File: config.mk
export PLATFORM = sky130hd
export DESIGN_NAME = sen_error_nmi
export DESIGN_NICKNAME = d
export VERILOG_FILES = /design/src/include/sen_pkg.sv /design/src/core/sen_error_nmi.sv /design/src/core/sen_flag_bank.sv
export SDC_FILE = /design/constraint.sdc
export NUM_CORES = 1
export LEC_CHECK = 0
export BUFFER_PORTS_ARGS = -buffer_cell sky130_fd_sc_hd__buf_2
export CAP_MARGIN = 20
export CORE_UTILIZATION = 50
export DETAILED_ROUTE_END_ITERATION = 10
export PLACE_DENSITY = 0.79
export SYNTH_ARGS = -nofsm -noshare
export SYNTH_HDL_FRONTEND = slang
export SYNTH_SLANG_ARGS = --single-unit
File: constraint.sdc
create_clock -name ref_clk -period 2.58 [get_ports ref_clk]
set_input_delay 0.516 -clock ref_clk [delete_from_list [all_inputs] [get_ports ref_clk]]
set_output_delay 0.516 -clock ref_clk [all_outputs]
set_load 0.01 [all_outputs]
File: src/include/sen_pkg.sv
package sen_pkg;

  // Register offsets (config space and I/O space)
  localparam logic [7:0] CFG_CMD_LO  = 8'h04;
  localparam logic [7:0] CFG_CMD_HI  = 8'h05;
  localparam logic [7:0] CFG_STS_LO  = 8'h06;
  localparam logic [7:0] CFG_STS_HI  = 8'h07;
  localparam logic [7:0] CFG_ERROR_COMMAND  = 8'h46;
  localparam logic [7:0] CFG_ERROR_STATUS  = 8'h47;
  localparam logic [7:0] IO_PORTB    = 8'h61;
  localparam logic [7:0] IO_RTC_IDX  = 8'h70;

  // System control port B fields
  localparam int PB_PAR_FLAG  = 7;
  localparam int PB_IOCHK_FLAG = 6;
  localparam int PB_IOCHK_EN  = 3;
  localparam int PB_PAR_EN    = 2;

  // Index port mask bit
  localparam int RTC_NMI_MASK = 7;

  // pci_command fields
  localparam int CMD_SERR_EN = 8;
  localparam int CMD_PERR_EN = 6;

  // pci_status fields
  localparam int STS_DET_PAR   = 15;
  localparam int STS_SIG_SERR  = 14;
  localparam int STS_RCV_MABT  = 13;
  localparam int STS_RCV_TABT  = 12;
  localparam int STS_DATA_PAR  = 8;

  // error_command fields
  localparam int EC_TABT  = 7;
  localparam int EC_TXDP  = 6;
  localparam int EC_RXDP  = 5;
  localparam int EC_ADDRP = 4;
  localparam int EC_PERR  = 3;
  localparam int EC_UE    = 2;
  localparam int EC_CE    = 1;
  localparam int EC_MABT  = 0;

  // error_status fields
  localparam int ES_TXDP  = 6;
  localparam int ES_RXDP  = 5;
  localparam int ES_ADDRP = 4;
  localparam int ES_UE    = 2;
  localparam int ES_CE    = 1;
  localparam int ES_SHUT  = 0;

  // Values after reset
  localparam logic [15:0] PCI_CMD_RST = 16'h0000;
  localparam logic [7:0]  ERROR_COMMAND_RST  = 8'h00;
  localparam logic [7:0]  RTC_IDX_RST = 8'h00;
  localparam logic [1:0]  PB_EN_RST   = 2'h0;

  // Register access request
  typedef struct packed {
    logic       io_space;
    logic [7:0] addr;
    logic       wr;
    logic       rd;
    logic [7:0] wdata;
  } sen_acc_s;

  // Error events, one-cycle pulses
  typedef struct packed {
    logic iochk_err;
    logic mem_parity_err;
    logic dram_ue;
    logic dram_ce;
    logic shutdown_cycle;
    logic tx_data_parity;
    logic rx_data_parity;
    logic addr_parity;
    logic rcvd_master_abort;
    logic rcvd_target_abort;
    logic sec_serr;
    logic sec_perr;
  } sen_evt_s;

endpackage
File: src/core/sen_error_nmi.sv
`timescale 1ns/10ps
`default_nettype none
module sen_error_nmi
  import sen_pkg::*;
(
  // Clock and reset
  input  wire logic       ref_clk,
  input  wire logic       reset,
  // Register access (I/O and config space)
  input  wire sen_acc_s   acc_i,
  output logic      [7:0] rdata_q,
  output logic            rvalid_q,
  // Error events
  input  wire sen_evt_s   evt_i,
  // PCI error pins, open drain, active low
  output logic            serr_n_o,
  output logic            serr_oe_q,
  output logic            perr_n_o,
  output logic            perr_oe_q,
  // Processor and management outputs
  output logic            nmi_q,
  output logic            sideband_alert_q
);

  function automatic logic hit(input sen_acc_s a, input logic io, input logic [7:0] off);
    hit = (a.io_space == io) && (a.addr == off);
  endfunction

  // Programmable state
  logic [15:0] pci_cmd_q;
  logic [7:0]  error_command_q;
  logic [7:0]  rtc_idx_q;
  logic [1:0]  pb_en_q;
  logic [15:0] pci_status_q;
  logic [7:0]  error_status_q;
  logic [1:0]  pb_flags_q;

  // Write decode
  wire wr_cmd_lo = acc_i.wr & hit(acc_i, 1'b0, CFG_CMD_LO);
  wire wr_cmd_hi = acc_i.wr & hit(acc_i, 1'b0, CFG_CMD_HI);
  wire wr_sts_lo = acc_i.wr & hit(acc_i, 1'b0, CFG_STS_LO);
  wire wr_sts_hi = acc_i.wr & hit(acc_i, 1'b0, CFG_STS_HI);
  wire wr_error_command = acc_i.wr & hit(acc_i, 1'b0, CFG_ERROR_COMMAND);
  wire wr_error_status = acc_i.wr & hit(acc_i, 1'b0, CFG_ERROR_STATUS);
  wire wr_portb  = acc_i.wr & hit(acc_i, 1'b1, IO_PORTB);
  wire wr_rtc    = acc_i.wr & hit(acc_i, 1'b1, IO_RTC_IDX);

  wire par_en   = pb_en_q[0];
  wire iochk_en = pb_en_q[1];

  // Legacy sources; ECC uncorrectable shares the parity flag so stock handlers see it
  wire       par_set   = par_en & (evt_i.mem_parity_err | evt_i.dram_ue);
  wire       iochk_set = iochk_en & evt_i.iochk_err;
  wire [1:0] pb_set    = {par_set, iochk_set};
  // Dropping an enable clears its flag, the usual legacy acknowledge
  wire [1:0] pb_clr    = {wr_portb & ~acc_i.wdata[PB_PAR_EN],
                          wr_portb & ~acc_i.wdata[PB_IOCHK_EN]};

  sen_flag_bank #(.W(2)) u_pb_flags (
    .ref_clk (ref_clk),
    .reset   (reset),
    .set_i   (pb_set),
    .clr_i   (pb_clr),
    .flags_q (pb_flags_q)
  );

  // Error status: write one to clear
  wire [7:0] es_set;
  assign es_set[7]        = 1'b0;
  assign es_set[ES_TXDP]  = evt_i.tx_data_parity;
  assign es_set[ES_RXDP]  = evt_i.rx_data_parity;
  assign es_set[ES_ADDRP] = evt_i.addr_parity;
  assign es_set[3]        = 1'b0;
  assign es_set[ES_UE]    = evt_i.dram_ue;
  assign es_set[ES_CE]    = evt_i.dram_ce;
  assign es_set[ES_SHUT]  = evt_i.shutdown_cycle;
  wire [7:0] es_clr = wr_error_status ? acc_i.wdata : 8'h00;

  sen_flag_bank #(.W(8)) u_error_status (
    .ref_clk (ref_clk),
    .reset   (reset),
    .set_i   (es_set),
    .clr_i   (es_clr),
    .flags_q (error_status_q)
  );

  // System error cause; processor-bus errors have no path here at all
  wire serr_cause = (error_command_q[EC_TABT]  & pci_status_q[STS_RCV_TABT])
                  | (error_command_q[EC_MABT]  & pci_status_q[STS_RCV_MABT])
                  | (error_command_q[EC_TXDP]  & error_status_q[ES_TXDP])
                  | (error_command_q[EC_RXDP]  & error_status_q[ES_RXDP])
                  | (error_command_q[EC_ADDRP] & error_status_q[ES_ADDRP])
                  | (error_command_q[EC_UE]    & error_status_q[ES_UE])
                  | evt_i.sec_serr;
  wire serr_drive = pci_cmd_q[CMD_SERR_EN] & serr_cause;
  // Secondary parity errors may arrive as retries were declined upstream
  wire perr_drive = pci_cmd_q[CMD_PERR_EN] &
                    ((error_command_q[EC_PERR] & evt_i.rx_data_parity) | evt_i.sec_perr);

  // PCI status: write one to clear per byte
  wire [15:0] ps_set;
  assign ps_set[STS_DET_PAR]  = evt_i.rx_data_parity | evt_i.addr_parity;
  assign ps_set[STS_SIG_SERR] = serr_drive;
  assign ps_set[STS_RCV_MABT] = evt_i.rcvd_master_abort;
  assign ps_set[STS_RCV_TABT] = evt_i.rcvd_target_abort;
  assign ps_set[11:9]         = 3'h0;
  assign ps_set[STS_DATA_PAR] = pci_cmd_q[CMD_PERR_EN] & evt_i.rx_data_parity;
  assign ps_set[7:0]          = 8'h00;
  wire [15:0] ps_clr = {wr_sts_hi ? acc_i.wdata : 8'h00, wr_sts_lo ? acc_i.wdata : 8'h00};

  sen_flag_bank #(.W(16)) u_pci_status (
    .ref_clk (ref_clk),
    .reset   (reset),
    .set_i   (ps_set),
    .clr_i   (ps_clr),
    .flags_q (pci_status_q)
  );

  // Interrupt request: held while a port B flag is set or system error is driven, and the index port mask bit is clear
  wire nmi_src = (|pb_flags_q) | serr_drive;
  wire nmi_d   = nmi_src & ~rtc_idx_q[RTC_NMI_MASK];

  // Read data
  wire [7:0] portb_rd = {pb_flags_q[1], pb_flags_q[0], 2'h0,
                         iochk_en, par_en, 2'h0};
  logic [7:0] rd_mux;
  always_comb begin
    rd_mux = 8'h00;
    if (hit(acc_i, 1'b0, CFG_CMD_LO)) begin
      rd_mux = pci_cmd_q[7:0];
    end else if (hit(acc_i, 1'b0, CFG_CMD_HI)) begin
      rd_mux = pci_cmd_q[15:8];
    end else if (hit(acc_i, 1'b0, CFG_STS_LO)) begin
      rd_mux = pci_status_q[7:0];
    end else if (hit(acc_i, 1'b0, CFG_STS_HI)) begin
      rd_mux = pci_status_q[15:8];
    end else if (hit(acc_i, 1'b0, CFG_ERROR_COMMAND)) begin
      rd_mux = error_command_q;
    end else if (hit(acc_i, 1'b0, CFG_ERROR_STATUS)) begin
      rd_mux = error_status_q;
    end else if (hit(acc_i, 1'b1, IO_PORTB)) begin
      rd_mux = portb_rd;
    end else if (hit(acc_i, 1'b1, IO_RTC_IDX)) begin
      rd_mux = rtc_idx_q;
    end
  end

  // Control registers
  always_ff @(posedge ref_clk) begin
    if (reset) begin
      pci_cmd_q <= PCI_CMD_RST;
      error_command_q  <= ERROR_COMMAND_RST;
      rtc_idx_q <= RTC_IDX_RST;
      pb_en_q   <= PB_EN_RST;
    end else begin
      if (wr_cmd_lo) pci_cmd_q[7:0]  <= acc_i.wdata;
      if (wr_cmd_hi) pci_cmd_q[15:8] <= acc_i.wdata;
      if (wr_error_command) error_command_q        <= acc_i.wdata;
      if (wr_rtc)    rtc_idx_q       <= acc_i.wdata;
      if (wr_portb)  pb_en_q         <= {acc_i.wdata[PB_IOCHK_EN], acc_i.wdata[PB_PAR_EN]};
    end
  end

  // Registered outputs
  always_ff @(posedge ref_clk) begin
    if (reset) begin
      rdata_q          <= 8'h00;
      rvalid_q         <= 1'b0;
      serr_oe_q        <= 1'b0;
      perr_oe_q        <= 1'b0;
      nmi_q            <= 1'b0;
      sideband_alert_q <= 1'b0;
    end else begin
      rdata_q          <= acc_i.rd ? rd_mux : 8'h00;
      rvalid_q         <= acc_i.rd;
      serr_oe_q        <= serr_drive;
      perr_oe_q        <= perr_drive;
      nmi_q            <= nmi_d;
      sideband_alert_q <= error_command_q[EC_CE] & error_status_q[ES_CE];
    end
  end

  // Open-drain pins only ever pull low
  assign serr_n_o = 1'b0;
  assign perr_n_o = 1'b0;
endmodule
`default_nettype wire

File: src/core/sen_flag_bank.sv
`timescale 1ns/10ps
`default_nettype none
module sen_flag_bank
  import sen_pkg::*;
#(
  parameter int W = 8
) (
  // Clock and reset
  input  wire logic         ref_clk,
  input  wire logic         reset,
  // Set and clear vectors
  input  wire logic [W-1:0] set_i,
  input  wire logic [W-1:0] clr_i,
  // Sticky flags
  output logic      [W-1:0] flags_q
);

  genvar g;
  generate
    for (g = 0; g < W; g++) begin : g_flag
      // Set wins over a clear in the same cycle so no event is lost
      always_ff @(posedge ref_clk) begin
        if (reset) begin
          flags_q[g] <= 1'b0;
        end else begin
          flags_q[g] <= set_i[g] | (flags_q[g] & ~clr_i[g]);
        end
      end
    end
  endgenerate

endmodule
`default_nettype wire

# After elaboration in Yosys (flattened, before gate mapping)
# Cells that the tools add are included.
word_totals:
  out_inout_bits: 15
  regBits: 73
  word_cells: 170
  inputBits: 33
classes:
  reduce_logical: 10
  mux: 11
  bitwise: 104
  n_eq_ne: 8
op_table:
  columns: ["cell", "n"]
  rows:
  - ["$mux W8", 11]
  - ["$and A1 B1 Y1", 50]
  - ["$eq A8 B3 Y1 const B", 4]
  - ["$eq A8 B7 Y1 const B", 4]
  - ["$not A1 Y1", 31]
  - ["$or A1 B1 Y1", 23]
  - ["$logic_and A1 B1 Y1", 8]
  - ["$reduce_or A2 Y1", 2]

# Longest topological paths before layout
# Gate-level depths: netlist of the first run.
logic_depth:
  word_depth: 10
  mapped_depth: 7
  depth_no_buf: 4

# Hierarchy
# A second synthesis of the first run with hierarchy kept.
unflattened:
  cells_unflattened: 413
  hier_area_um2: 3718.6
modules_own_cells:
  columns: ["module", "area_each_um2", "cells_each", "seq_area_each_um2", "instances"]
  rows:
  - ["sen_error_nmi", 2637.5, 306, 940.9, 1]
  - ["sen_flag_bank (u_pci_status)", 629.4, 66, 320.3, 1]
  - ["sen_flag_bank (u_error_status)", 381.6, 33, 160.2, 1]
  - ["sen_flag_bank (u_pb_flags)", 70.1, 8, 40.0, 1]

# Least setup slack after synthesis of the first run
# No wires, ideal clock.
synth_path:
  path_type: "input -> register"
  startpoint: "input port acc_i[14] (netlist bit)"
  endpoint: "register error_command_q[0]"
  n_path_buf: 1
  setup_time_ps: 128
  slack_ps: 468
  cell_stages: 5
  arrival_time_ps: 1984
  required_time_ps: 2452
  path_cell_list: "or4b_1 -> buf_6 -> nor4_4 -> mux2i_1 -> nor2_1"
synth_between:
  elab_chain_cells: 3
synth_lines:
  columns: ["element", "line_no", "rtl"]
  rows:
  - ["start, declared", "sen_error_nmi.sv:10", "input wire sen_acc_s acc_i,"]
  - ["$eq A8 B7 Y1", "sen_error_nmi.sv:26", "hit = (a.io_space == io) && (a.addr == off);"]
  - ["$logic_and A1 B1 Y1", "sen_error_nmi.sv:26", null]
  - ["$and A1 B1 Y1", "sen_error_nmi.sv:43", "wire wr_error_command = acc_i.wr & hit(acc_i, 1'b0, CFG_ERROR_COMMAND);"]
  - ["end signal, assigned", "sen_error_nmi.sv:158", "if (wr_error_command) error_command_q <= acc_i.wdata;"]
  - ["end, declared", "sen_error_nmi.sv:31", "logic [7:0] error_command_q;"]
# Every way passes these cells.
# A chain may end at the register's enable or synchronous reset.

# Worst setup path in the final report of the first run
layout_path:
  startpoint: "input port acc_i[14] (netlist bit)"
  endpoint: "register error_command_q[7]"
# Same word-level chain as after synthesis.

==> flow_summary.ini, run 1 <==
[worst_setup_path]
reg2reg_from = pb_en_q[1]
cp-start-kind = input pin
arrival_ps = 2200
worstPathRequired_ps = 2800
worstReg2RegEnd = rdata_q[3]
reg2reg_slack_ps = 1310
worstRegToRegCells = 4
worst-path-max-fanout = 12
crit_type = in2reg
crit_path_end_kind = flop

[global_route]
grt_antenna_before_repair = 0
grt_max_degree = 65
grt_overflow = 0
groute.usage.overall_pct = 25.9
first_global_vias = 2743
grt_pass1_wl_um = 13900

[synthesis]
synth_area_um2 = 3310
yosys_warnings = 0
ys_types = 49
netlist.area_leader.share_pct = 44.2
async_flop_share_pct = 0
synth_area_leaders = dfxtp_1 (44%), mux2i_1 (8.5%), a21oi_1 (5.3%)
synth_edf_count = 0
syn_avg_cell_area_um2 = 9.11
ys_seq_elements = 73
synth_top_area_cell = dfxtp_1
synth_ff_type = dfxtp_1
syn_inst = 363
seq_area_frac_synth_pct = 44.2

[floorplan]
die_height_um = 83.3
fp.coreArea_um2 = 6350
num_rows = 29
die_x_um = 83.3
die_area_um2 = 6940
ios = 48
initial_core_util_pct = 52.1

[flow_run]
maxCapViolCount = 0

[sta]
max_clock_freq_mhz = 506
final.setup.tns_ps = 0
hold_slack_ps = 389
tightest_slew_ps = 607
finalClockSkew_ps = 9.83
fin_crit_sh_pct = 76.6
fin_crit_ps = 1980
relSlewSlack_pct = 59.5
drv_slew = 0
hold_violations = 0
rsz0062_at_grt = no
setup_violations = 0

[place]
io_buffers = 45
dp_hpwl_um = 6050
dp.cells = 478
place_congestion = 0.966

[clock_tree]
clockBufferDepth = 2
clkTransAtPathRegs_ps = 70
numCtsBuffers = 9
post-cts-setup-buffers = 0
ctsResizeCount = 0
htree_levels = 3
ctsHoldBuffers = 0
clkLatencyLatePin_ps = 360
cts_tree = done
clk_root_buffer_cell = clkbuf_8
cts.sinks = 73

[power]
power_leakage_uw = 0.00161
clkPwrFrac_pct = 43.5
powerDensity_nw_per_um2 = 602
power_frac_comb_pct = 7.2
peakVddDrop_v = 0.000445
switching_share_pct = 23.1
switchingPower_uw = 538
seq_power_share_pct = 49.3
p_int_uw = 1790

[layout]
nets = 445
fillers = 557
mostFrequentLayoutCell = dfxtp_1
mostFrequentLayoutCells = dfxtp_1 (73), buf_2 (45), nor2_1 (37)
area_growth_pct = 17.2
final_core_util_pct = 61.0
insertedDiodeCount = 0
layout-drive-gt1-share_pct = 22.5
fin_cells = 494

[routing]
drc = 0
drt-total-wl_um = 8690
vias = 2995
postRouteAntennaNets = 0
viasPerCell = 6.06
wl_per_cell_um = 17.6
drt-initial-drc-count = 328
drtPass1Iterations = 5

[outcome]
status = finished clean

[worst_hold_path]
min-delay-start = evt_i[3]
hp-class = in2reg
hold_end = u_pci_status.flags_q[13]
hold_depth = 3
synthesized netlist by cell type, drive strengths merged (2+ instances only):
cell type / count
o21ai: 18
o32ai: 2
a311oi: 7
and3b: 2
mux2i: 28
clkbuf: 16
nor3b: 2
dfxtp: 73
o221ai: 3
nor3: 5
o22ai: 4
nand4: 4
or4b: 2
a21oi: 35
a221oi: 3
nor2: 37
a22oi: 5
inv: 17
nand2b: 16
nor2b: 6
nand3: 10
nand2: 13
buf: 8
nor4: 4
nand3b: 6
o22a: 4
mux2: 13
o211a: 3
per-stage QoR:
stage / area, um2 / setup WS (ps) / total power [uW]
floorplan: 3310 / 468 / 1270
detailed placement: 3650 / 279 / 1340
global route: 3870 / 526 / 2400
CTS: 3870 / 644 / 2340
finish: 3870 / 605 / 2330
global placement: 3650 / 316 / 1330
per-layer routing:
layer | track usage (%) | vias up | part of all wire (%)
met5 | 0 | - | 0
met4 | 13.9 | 0 | 3.4
met3 | 5.37 | 33 | 5.6
met2 | 40.8 | 129 | 48
met1 | 33.3 | 1429 | 43
li1 | - | 1404 | -
state kept, by name, summed over array words and instances, names as in the netlist:
name / count
rtc_idx_q: 8
u_pci_status.flags_q: 16
nmi_q: 1
error_command_q: 8
u_pb_flags.flags_q: 2
perr_oe_q: 1
u_error_status.flags_q: 8
serr_oe_q: 1
pb_en_q: 2
rvalid_q: 1
rdata_q: 8
pci_cmd_q: 16
sideband_alert_q: 1
worst max path at each step:
stage | from | endpoint | slack, ps | cells after the start
2_1_floorplan | acc_i[14] | error_command_q[0] | 470 | 5
3_3_place_gp | acc_i[14] | pci_cmd_q[4] | 320 | 7
3_5_place_dp | acc_i[14] | u_pci_status.flags_q[15] | 280 | 5
4_1_cts | acc_i[14] | u_pci_status.flags_q[15] | 640 | 5
5_1_grt | acc_i[14] | error_command_q[4] | 530 | 7
6_report | acc_i[14] | error_command_q[7] | 600 | 7
power groups by stage:
stage | clock network, uW | registers (uW) | logic, uW
after global placement | 0 | 1170 | 161
final | 1010 | 1150 | 168
after CTS | 1030 | 1150 | 164
after global routing | 1070 | 1150 | 183
after floorplan | 0 | 1170 | 96.5
after detailed placement | 0 | 1170 | 163
cells by family after synthesis:
logic type	after synthesis	share of synthesized area, %
AND/OR/NAND/NOR	116	19.9
AO/OA/AOI/OAI	91	17.6
flip-flops	73	44.2
multiplexers	41	12.9
buffers and inverters	41	5.30
other	1	0.113
critical path, cell delays in order:
cell and delay, ps:
buf_2 160, or4b_1 590, buf_4 200, nor4_4 210
buf_4 250, mux2i_1 210, nor2_1 50
area by class of cell:
type | instances | area [um2] | area share, %
multi-input cells | 250 | 1680 | 43.3
flip-flops and latches | 73 | 1460 | 37.7
repair buffers | 61 | 345 | 8.91
clock buffers | 11 | 151 | 3.91
well taps | 77 | 96.3 | 2.49
clock inverters | 5 | 77.6 | 2.00
inverters | 17 | 63.8 | 1.65
Power figures use the tool's default switching activity.
==> run 2, diff against run 1 <==
--- a/config.mk
+++ b/config.mk
@@ -9,7 +9,7 @@
 export CAP_MARGIN = 20
 export CORE_UTILIZATION = 50
 export DETAILED_ROUTE_END_ITERATION = 10
-export PLACE_DENSITY = 0.79
+export PLACE_DENSITY = 0.82
 export SYNTH_ARGS = -nofsm -noshare
 export SYNTH_HDL_FRONTEND = slang
 export SYNTH_SLANG_ARGS = --single-unit
==> constraint.sdc (replaced) <==
create_clock -name ref_clk -period 1.8 [get_ports ref_clk]
set_input_delay 0.36 -clock ref_clk [delete_from_list [all_inputs] [get_ports ref_clk]]
set_output_delay 0.36 -clock ref_clk [all_outputs]
set_load 0.01 [all_outputs]
==> flow_summary.ini, run 2 (synthesis results as in run 1) <==
[outcome]
status = finished clean

[routing]
drtPass1Iterations = 5
vias = 3054
wl_per_cell_um = 17.4
drt-initial-drc-count = 322
drt-total-wl_um = 8940
postRouteAntennaNets = 0
drc = 0
viasPerCell = 5.95

[worst_setup_path]
arrival_ps = 1960
worstPathRequired_ps = 2020
worstRegToRegCells = 4
worstReg2RegEnd = rdata_q[7]
reg2reg_slack_ps = 500
reg2reg_from = rtc_idx_q[7]
crit_path_end_kind = flop
crit_type = in2reg
crit_path_end = u_pci_status.flags_q[12]
cp-start-kind = input pin
worst-path-max-fanout = 7
crit_path_start = acc_i[14]

[layout]
mostFrequentLayoutCells = dfxtp_1 (73), buf_2 (45), nor2_1 (37)
design_area_um2 = 4030
mostFrequentLayoutCell = dfxtp_1
reg_top3 = pci_cmd_q x16, u_pci_status.flags_q x16
fillers = 530
area_growth_pct = 21.8
nets = 465
final_core_util_pct = 63.4
layout-drive-gt1-share_pct = 26.4
insertedDiodeCount = 0

[sta]
hold_violations = 0
max_clock_freq_mhz = 575
drv_slew = 0
fin_crit_ps = 1740
setup_violations = 0
finalClockSkew_ps = 7.82
final.setup.tns_ps = 0
relSlewSlack_pct = 58.9
fin_ws_ps = 61.4
tightest_slew_ps = 616
hold_slack_ps = 247
rsz0062_at_grt = no
fin_crit_sh_pct = 96.6

[floorplan]
num_rows = 29
ios = 48
die_height_um = 83.3
die_x_um = 83.3
fp.coreArea_um2 = 6350
initial_core_util_pct = 52.1
die_area_um2 = 6940

[worst_hold_path]
hp-class = in2reg
hold_depth = 3

[place]
place_area_um2 = 3830
place_ws_ps = -310
dp_hpwl_um = 6340
io_buffers = 45
place_congestion = 0.907

[global_route]
grt_antenna_before_repair = 0
grt_max_degree = 65
groute.usage.overall_pct = 26.5
first_global_vias = 2790
grt_pass1_wl_um = 14300
grt_overflow = 0

[clock_tree]
clockBufferDepth = 2
ctsResizeCount = 0
numCtsBuffers = 9
clkTransAtPathRegs_ps = 80
cts_tree = done
clkLatencyLatePin_ps = 360
post-cts-setup-buffers = 0
clk_root_buffer_cell = clkbuf_8
cts.sinks = 73
htree_levels = 3
ctsHoldBuffers = 0

[power]
peakVddDrop_v = 0.000689
power_leakage_uw = 0.00170
powerDensity_nw_per_um2 = 790

[flow_run]
maxCapViolCount = 0
run 2: routing by layer:
metal,track usage (%),wire length (um),vias up
met1,34.3,3950,1475
met3,7.06,601,17
met2,42.5,4220,120
met5,0,0,-
met4,9.72,171,0
li1,-,-,1442
run 2: per-stage QoR:
stage	instances	total power [uW]
after floorplan	364	1820
after global placement	498	1940
after detailed placement	498	1940
after CTS	513	3180
after global routing	513	3290
final	513	3180
run 2: worst min path at each step:
stage	startpoint	slack (ps)	end
finish	evt_i[11]	250	u_pb_flags.flags_q[0]
global route	evt_i[2]	240	u_pci_status.flags_q[12]
CTS	evt_i[11]	240	u_pb_flags.flags_q[0]
detailed placement	u_pci_status.flags_q[10]	440	u_pci_status.flags_q[10]
global placement	u_pci_status.flags_q[9]	430	u_pci_status.flags_q[9]
floorplan	error_command_q[1]	420	sideband_alert_q
run 2: power by group:
group	leakage, uW	total, uW	internal [uW]	switching [uW]
clock network	0.0000981	1270	667	600
registers	0.000591	1650	1630	14.6
logic	0.00101	266	108	158
total	0.00170	3180	2410	773
run 2: worst max-delay path, stage by stage:
cell	delay, ps
buf_2	110
or4b_4	610
or4_1	580
o21ai_0	210
a21oi_1	90
run 2: area by class of cell:
cell class | count | area [um2] | area share, %
Clock buffer | 10 | 138 | 3.42
Timing Repair Buffer | 81 | 520 | 12.9
Inverter | 17 | 63.8 | 1.59
Sequential cell | 73 | 1460 | 36.3
Tap cell | 77 | 96.3 | 2.39
Clock inverter | 5 | 56.3 | 1.40
Multi-Input combinational cell | 250 | 1690 | 42.0
